==> src/rtl/vtsc_pkg.sv <==
// Package: register map, field layout and reset values of the reference control
package vtsc_pkg;

    // ----------------------------------------------------------------------
    // Register map
    // ----------------------------------------------------------------------
    localparam int          ADDR_W            = 4;
    localparam logic [3:0]  CONTROL_OFFSET    = 4'h0;
    localparam logic [3:0]  SETTLE_OFFSET     = 4'h1;

    // ----------------------------------------------------------------------
    // Field positions
    // ----------------------------------------------------------------------
    localparam int          REF_ENABLE_BIT    = 7;
    localparam int          READY_FLAG_BIT    = 6;
    localparam int          TEMP_ENABLE_BIT   = 5;
    localparam int          TEMP_RANGE_BIT    = 4;
    localparam int          CMP_GAIN_HI       = 3;
    localparam int          CMP_GAIN_LO       = 2;
    localparam int          CNV_GAIN_HI       = 1;
    localparam int          CNV_GAIN_LO       = 0;

    // ----------------------------------------------------------------------
    // Reset values
    // ----------------------------------------------------------------------
    localparam logic [7:0]  CONTROL_RESET     = 8'h00;
    localparam logic [7:0]  WRITABLE_MASK     = 8'hbf;

    // ----------------------------------------------------------------------
    // Software timing for temperature conversions
    // ----------------------------------------------------------------------
    localparam int          CLK_MHZ           = 250;
    localparam int          TEMP_ACQ_US       = 200;
    localparam int          TEMP_ACQ_CYCLES   = TEMP_ACQ_US * CLK_MHZ;

    // Gain codes of both reference outputs
    typedef enum logic [1:0]
    {
        VTSC_GAIN_OFF = 2'h0,
        VTSC_GAIN_1X  = 2'h1,
        VTSC_GAIN_2X  = 2'h2,
        VTSC_GAIN_4X  = 2'h3
    } vtsc_gain_t;

endpackage

==> src/rtl/vtsc_ctrl_if.sv <==
// Interface: reference enable and settled level passed to the readiness logic, ready flag passed back to the register
`timescale 1ns/1ps
interface vtsc_ctrl_if;
    logic ref_enable;
    logic settled;
    logic ready;

    modport regs  (output ref_enable, output settled, input ready);
    modport ready_logic (input ref_enable, input settled, output ready);
endinterface

==> src/rtl/vtsc_ready.sv <==
// Reference ready flag tracking
`timescale 1ns/1ps
module vtsc_ready
#(
    parameter bit ALWAYS_READY = 1'b0
)
(
    // Clock and reset
    input  wire logic clk_i,
    input  wire logic srst_i,
    // Control
    vtsc_ctrl_if.ready_logic ctl
);

    logic ready_q;

    // ----------------------------------------------------------------------
    // Ready follows settling only while enabled
    // ----------------------------------------------------------------------
    always_ff @(posedge clk_i)
    begin
        if (srst_i)
            ready_q <= 1'b0;
        else
            ready_q <= ctl.ref_enable & ctl.settled; // [RQ2] [RQ11]
    end

    assign ctl.ready = ALWAYS_READY ? 1'b1 : ready_q; // [RQ3]

endmodule // vtsc_ready

==> src/rtl/vtsc_top.sv <==
// Control register for fixed reference and temperature indicator
//
// Behaviour
// [RQ1] Bit 7 switches the fixed reference on when 1, off when 0.
// [RQ2] Read-only bit 6 reads 1 when reference usable, else 0.
// [RQ3] Standard-voltage variants always read the ready flag as 1.
// [RQ4] Bit 5 enables the temperature indicator.
// [RQ5] Bit 4 picks indicator range: 1 four drops, 0 two drops.
// [RQ6] Bits 3:2 pick comparator reference gain: 4x, 2x, 1x or off.
// [RQ7] Bits 1:0 pick converter reference gain: 4x, 2x, 1x or off.
// [RQ8] All writable bits clear on every reset; ready follows the reference.
// [RQ9] Software waits 200 us after routing indicator before converting.
// [RQ10] Software leaves 200 us between indicator conversions.
// [RQ11] Ready rises only after circuits report settled while enabled.
// [RQ12] Writes to bit 6 ignored; reads return fields plus live ready.
`timescale 1ns/1ps
module vtsc_top
#(
    parameter bit ALWAYS_READY = 1'b0
)
(
    // Clock and reset
    input  wire logic                         clk_i,
    input  wire logic                         srst_i,
    // Register port
    input  wire logic [vtsc_pkg::ADDR_W-1:0]  addr_i,
    input  wire logic [7:0]                   wdata_i,
    input  wire logic                         wr_i,
    input  wire logic                         rd_i,
    output logic      [7:0]                   rdata_o,
    // Analog side
    input  wire logic                         ref_settled_i,
    output logic                              ref_enable_o,
    output logic                              temp_indicator_enable_o,
    output logic                              temp_range_select_o,
    output vtsc_pkg::vtsc_gain_t              comparator_ref_gain_o,
    output vtsc_pkg::vtsc_gain_t              converter_ref_gain_o
);

    logic [7:0] control_q;
    logic [7:0] read_word;
    logic       settled_q;

    vtsc_ctrl_if ctl ();

    // ----------------------------------------------------------------------
    // Control register writes
    // ----------------------------------------------------------------------
    always_ff @(posedge clk_i)
    begin
        if (srst_i)
            control_q <= vtsc_pkg::CONTROL_RESET; // [RQ8]
        else if (wr_i && addr_i == vtsc_pkg::CONTROL_OFFSET)
            control_q <= wdata_i & vtsc_pkg::WRITABLE_MASK; // [RQ12]
    end

    // Settling indication is a plain level from the analog side
    always_ff @(posedge clk_i)
    begin
        if (srst_i)
            settled_q <= 1'b0;
        else
            settled_q <= ref_settled_i;
    end

    assign ctl.ref_enable = control_q[vtsc_pkg::REF_ENABLE_BIT];
    assign ctl.settled    = settled_q;

    vtsc_ready
    #(
        .ALWAYS_READY (ALWAYS_READY)
    )
    u_ready
    (
        .clk_i  (clk_i),
        .srst_i (srst_i),
        .ctl    (ctl)
    );

    // ----------------------------------------------------------------------
    // Field outputs
    // ----------------------------------------------------------------------
    assign ref_enable_o = control_q[vtsc_pkg::REF_ENABLE_BIT]; // [RQ1]
    assign temp_indicator_enable_o =
        control_q[vtsc_pkg::TEMP_ENABLE_BIT]; // [RQ4]
    assign temp_range_select_o =
        control_q[vtsc_pkg::TEMP_RANGE_BIT]; // [RQ5]
    assign comparator_ref_gain_o = vtsc_pkg::vtsc_gain_t'(
        control_q[vtsc_pkg::CMP_GAIN_HI:vtsc_pkg::CMP_GAIN_LO]); // [RQ6]
    assign converter_ref_gain_o = vtsc_pkg::vtsc_gain_t'(
        control_q[vtsc_pkg::CNV_GAIN_HI:vtsc_pkg::CNV_GAIN_LO]); // [RQ7]

    // ----------------------------------------------------------------------
    // Read path
    // ----------------------------------------------------------------------
    always_comb
    begin
        read_word = 8'h00;
        if (addr_i == vtsc_pkg::CONTROL_OFFSET)
        begin
            read_word = control_q;
            read_word[vtsc_pkg::READY_FLAG_BIT] = ctl.ready; // [RQ12]
        end
        else if (addr_i == vtsc_pkg::SETTLE_OFFSET)
            read_word = {7'h00, settled_q};
    end

    always_ff @(posedge clk_i)
    begin
        if (srst_i)
            rdata_o <= 8'h00;
        else if (rd_i)
            rdata_o <= read_word;
        else
            rdata_o <= 8'h00;
    end

endmodule // vtsc_top

==> config.mk <==
export PLATFORM = sky130hd
export DESIGN_NAME = vtsc_top
export DESIGN_NICKNAME = d
export VERILOG_FILES = /design/src/rtl/vtsc_pkg.sv /design/src/rtl/vtsc_ctrl_if.sv /design/src/rtl/vtsc_ready.sv /design/src/rtl/vtsc_top.sv
export SDC_FILE = /design/constraint.sdc
export NUM_CORES = 1
export LEC_CHECK = 0
export ABC_CLOCK_PERIOD_IN_PS = 1700
export BUFFER_PORTS_ARGS = -buffer_cell sky130_fd_sc_hd__buf_2
export CORE_AREA = 2 2 41 46
export DETAILED_ROUTE_END_ITERATION = 7
export DIE_AREA = 0 0 43 48
export PLACE_DENSITY = 0.71
export RECOVER_POWER = 100
export SETUP_SLACK_MARGIN = 0.3
export SLEW_MARGIN = 40
export SYNTH_ARGS = -nofsm -noshare
export SYNTH_HDL_FRONTEND = slang
export SYNTH_HIERARCHICAL = 1
export SYNTH_SLANG_ARGS = --single-unit
==> constraint.sdc <==
create_clock -name clk_i -period 1.7 [get_ports clk_i]
set_input_delay 0.34 -clock clk_i [delete_from_list [all_inputs] [get_ports clk_i]]
set_output_delay 0.34 -clock clk_i [all_outputs]
set_load 0.02 [all_outputs]
==> metrics.cfg, run 1 <==
[yosys]
netlist_area_um2 = 638
synth-compound-area-share_pct = 0
syn_nets = 71
synthSimpleGateAreaFrac_pct = 31.8
ys_seq_area_share_pct = 53.3
syn-instance-count = 54
yosys_warnings = 6
ys_types = 12
synthAdderAreaFrac_pct = 0
synth_top_family_by_area = simple AND/OR/NAND/NOR gates
synth_seq_cells = 17
avgSynthCellArea_um2 = 11.8
synth-xor-area-share_pct = 0
muxShareOfSynthArea_pct = 12.5

[final_layout]
mostFrequentLayoutCells = clkbuf_1 (17), dfxtp_1 (17), nand2b_1 (14), buf_2 (14), mux2i_1 (8)
syn2layout_area_growth_pct = 23.7
utilization_pct = 50.1
final_nets = 105
fin_cells = 104
drive_gt1_share_pct = 21.8
multi_input_area_um2 = 264
diodes = 0
seq_area_um2 = 340
design_area_um2 = 790
num-fill-cells = 163

[global_route]
grt-ovfl-total = 0
grt_pass1_vias = 410
grt_use_met1_pct = 12.0
use_met3_pct = 1.51
gr-usage-all-layers_pct = 11.1
grt_pass1_wl_mm = 1.66
grt_util_met2_pct = 20.0
top_usage_layer = met2
grt_max_degree = 19
antenna_found_initial = 0

[route]
dr.pass1.iters = 2
drt_first_iter_violations = 1
drt_wl_total_mm = 1.06
drc = 0
num_vias = 480
ant_nets = 0
viasPerCell = 4.62
routedWlPerCell_um = 10.2

[clock_network]
clkTransAtPathRegs_ns = 0.09
tritoncts.num_buffers = 3
cts_sinks = 17
cts_hold_buf = 0
root_buffer = clkbuf_4
cts_tree = done
post_cts_resized = 0
postCtsSetupBuffers = 0
clk_path_buf_depth = 2
htree_levels = 1
clock_latency_ns = 0.28

[sta]
timing.final.crit_period_ns = 1.35
max_freq_mhz = 741
rsz0062_at_grt = no
fin_crit_sh_pct = 79.4
worstMarginPinSlew_ns = 0.548
holdWs_ns = 0.267
fin_ws_ns = 0.351
fin_worst_skew_ns = 0.000718
slew_headroom_pct = 63.5
hold_viol = 0
drv_slew = 0
finalSetupViolCount = 0
fin_setup_tns_ns = 0

[power]
power.density_nw_per_um2 = 826
finalPower_mw = 0.652
vdd.ir_drop.worst_mv = 0.411
leakage_nw = 0.307

[setup_path]
cp_data_arrival_time_ns = 1.57
path_class = in2reg
crit_required_ns = 1.93
critPathLaunchType = primary input
critPathCaptureType = flip-flop
cp_max_fo = 7

[place]
hpwlAfterDp_um = 796
placed_cells = 100
post-place-ws_ns = 0.189
placed_area_um2 = 802
gp_congestion = 0.649
port_buffers = 30

[job]
drv_cap = 0

[floorplanning]
die_x_um = 43
initial_core_util_pct = 40.5
die_y_um = 48
dieArea_um2 = 2060
pin_count = 32
coreArea_um2 = 1580
std_cell_rows = 15

[status]
status = completed

[worst_hold_path]
min_path_type = in2reg

## cell usage after synthesis
master	n	area share (%)
nor4b_1	1	1.4
or3_4	1	1.8
dfxtp_1	17	53
mux2i_1	8	13
buf_1	1	0.59
buf_6	1	1.8
nor4b_4	1	3.7
nand2b_1	14	14
nor2b_1	1	0.98
and2_1	7	6.9
nor3b_2	1	2.0
and3b_1	1	1.4
## flip-flops by register name, indices dropped and copies added (netlist names)
register	count
control_q	7
u_ready/ctl.ready	1
rdata_o	8
ctl.settled	1
## area by class of cell
cell class | instances | share of cell area, %
multi-input cells | 35 | 33.4
well taps | 17 | 2.69
clock buffers | 4 | 3.33
flip-flops and latches | 17 | 43.1
repair buffers | 31 | 17.4
## report_power, final
part / switching [mW] / internal, mW
Sequential: 0.00199 / 0.401
Clock: 0.114 / 0.0909
Combinational: 0.0190 / 0.0252
## critical path: stages
cell     delay [ns]
buf_2          0.09
or3_1          0.42
nor4b_2        0.53
and2_0         0.19
## cell families (layout without fill, tap and decap cells)
family	after synthesis	count (layout)
buf+inv	2	35
flops	17	17
mux	8	8
simple gates	27	27
## final timing paths
check / startpoint / to / slack, ns / cells past startpoint
min reg2reg: u_ready/ctl.ready$_SDFF_PP0_ / rdata_o[6]$_SDFF_PP0_ / 0.44 / 1
max reg2reg: control_q[0]$_SDFFE_PP0P_ / rdata_o[0]$_SDFF_PP0_ / 0.90 / 2
min: ref_settled_i / ctl.settled$_SDFF_PP0_ / 0.27 / 2
max: addr_i[1] / rdata_o[6]$_SDFF_PP0_ / 0.35 / 4
## metal layers
metal,wire length (um),vias up
met2,534,16
met5,0,-
met3,77,2
li1,-,244
met4,7,0
met1,443,218
Note: power is estimated with default switching activity, not from simulation.
==> inputs of run 2 (changes only) <==
Settings changed: ABC_CLOCK_PERIOD_IN_PS 1700 to 1350.
Clock period 1.7 ns to 1.35 ns, I/O delays scaled along.
==> run 2 against run 1 <==
  * Non-clock buffer count is 8 higher
  * Critical path depth up 1
  * Global-route usage grew 1.0 points
  * Wire length is 7.5% higher
  * Combinational power increased by 59%
  * Clock power rose by 27%
  * Final area is 17% higher
  * Critical path type unchanged
  * Critical endpoint is now rdata_o[4]$_SDFF_PP0_
  * Largest cell class unchanged
==> metrics.cfg, run 2 (same netlist as run 1, synthesis figures left out) <==
[status]
status = completed

[place]
gp_congestion = 0.665
post-place-ws_ns = -0.0729
hpwlAfterDp_um = 815
port_buffers = 30

[clock_network]
clkTransAtPathRegs_ns = 0.09
clk_path_buf_depth = 2
cts_tree = done
root_buffer = clkbuf_4
cts_hold_buf = 0
clock_latency_ns = 0.28
htree_levels = 1
cts_sinks = 17
tritoncts.num_buffers = 3

[global_route]
grt_max_degree = 13
grt_pass1_vias = 427
grt-ovfl-total = 0
gr-usage-all-layers_pct = 12.1
antenna_found_initial = 0
grt_pass1_wl_mm = 1.71

[sta]
rsz0062_at_grt = yes
fin_worst_skew_ns = 0.00146
hold_viol = 0
holdWs_ns = 0.194
finalSetupViolCount = 0
worstMarginPinSlew_ns = 0.470
max_freq_mhz = 847
fin_crit_sh_pct = 87.5
timing.final.crit_period_ns = 1.18
drv_slew = 0
fin_ws_ns = 0.169
fin_setup_tns_ns = 0
slew_headroom_pct = 68.6

[final_layout]
mostFrequentLayoutCells = dfxtp_1 (17), nand2b_1 (14), clkbuf_1 (13), buf_2 (13)
diodes = 0
utilization_pct = 58.5
top_register = rdata_o
top_regs = rdata_o x8, control_q x7
final_common_cell = dfxtp_1
syn2layout_area_growth_pct = 44.5
drive_gt1_share_pct = 34.7
largest_reg_flops = 8
final_nets = 113

[floorplanning]
dieArea_um2 = 2060
die_x_um = 43
initial_core_util_pct = 40.5
die_y_um = 48
coreArea_um2 = 1580
std_cell_rows = 15
pin_count = 32

[setup_path]
endpoint = rdata_o[4]$_SDFF_PP0_
rrSetupSlack_ns = 0.50
crit_required_ns = 1.58
rr_endpoint = rdata_o[0]$_SDFF_PP0_
critPathCaptureType = flip-flop
cp_data_arrival_time_ns = 1.41
path_class = in2reg
reg2regPathDepth = 2
cp_max_fo = 7
r2r-start = control_q[0]$_SDFFE_PP0P_
crit_start = addr_i[3]
critPathLaunchType = primary input

[route]
num_vias = 503
ant_nets = 0
drt_wl_total_mm = 1.14
dr.pass1.iters = 1
drc = 0
viasPerCell = 4.49
routedWlPerCell_um = 10.2
drt_first_iter_violations = 0

[power]
power.density_nw_per_um2 = 910
vdd.ir_drop.worst_mv = 0.496
leakage_nw = 0.393

[job]
drv_cap = 0

[worst_hold_path]
min_path_type = in2reg

[run 2: stage by stage]
step                instance area, um2  cells  power, mW
CTS                                907    109      0.858
global route                       922    112      0.876
finish                             922    112      0.839
global placement                   825    103      0.585
floorplan                          638     54      0.551
detailed placement                 825    103      0.585
[run 2: critical path, stage by stage]
cell,delay [ns]
buf_2,0.10
or3_4,0.39
nor4b_4,0.25
clkbuf_1,0.24
and2_1,0.16
[run 2: what timing repair did]
| item | 4_1_cts | 5_1_grt |
|---|---|---|
| resized for setup | 16 | 16 |
| cloned | 0 | 0 |
| setup buffers | 2 | 3 |
| endpoints found under the setup margin | 21 | 27 |
| pin swaps | 5 | 0 |
[run 2: worst min-delay path by stage]
stage / startpoint / end / slack, ns / depth (start not counted)
2_1_floorplan: ref_settled_i / ctl.settled$_SDFF_PP0_ / 0.40 / 1
3_3_place_gp: u_ready/ctl.ready$_SDFF_PP0_ / rdata_o[6]$_SDFF_PP0_ / 0.41 / 1
3_5_place_dp: u_ready/ctl.ready$_SDFF_PP0_ / rdata_o[6]$_SDFF_PP0_ / 0.42 / 1
4_1_cts: ref_settled_i / ctl.settled$_SDFF_PP0_ / 0.18 / 2
5_1_grt: ref_settled_i / ctl.settled$_SDFF_PP0_ / 0.19 / 2
6_report: ref_settled_i / ctl.settled$_SDFF_PP0_ / 0.19 / 2
[run 2: routing by layer]
layer	GRT usage [%]	up-vias	share of wire, %
met5	0	-	0
met4	10.9	0	0.88
met3	3.40	2	5.5
met2	22.4	14	53
met1	11.2	228	41
li1	-	259	-
[run 2: layout make-up]
| type | instances | area (um2) |
|---|---|---|
| timing repair buffer | 39 | 245 |
| fill | 156 | 654 |
| multi-input combinational | 35 | 289 |
| sequential | 17 | 340 |
| clock buffer | 4 | 26.3 |
| tap | 17 | 21.3 |
[run 2: power by group]
part / internal [mW] / switching [mW]
clock network: 0.114 / 0.146
registers: 0.506 / 0.00264
logic: 0.0413 / 0.0293
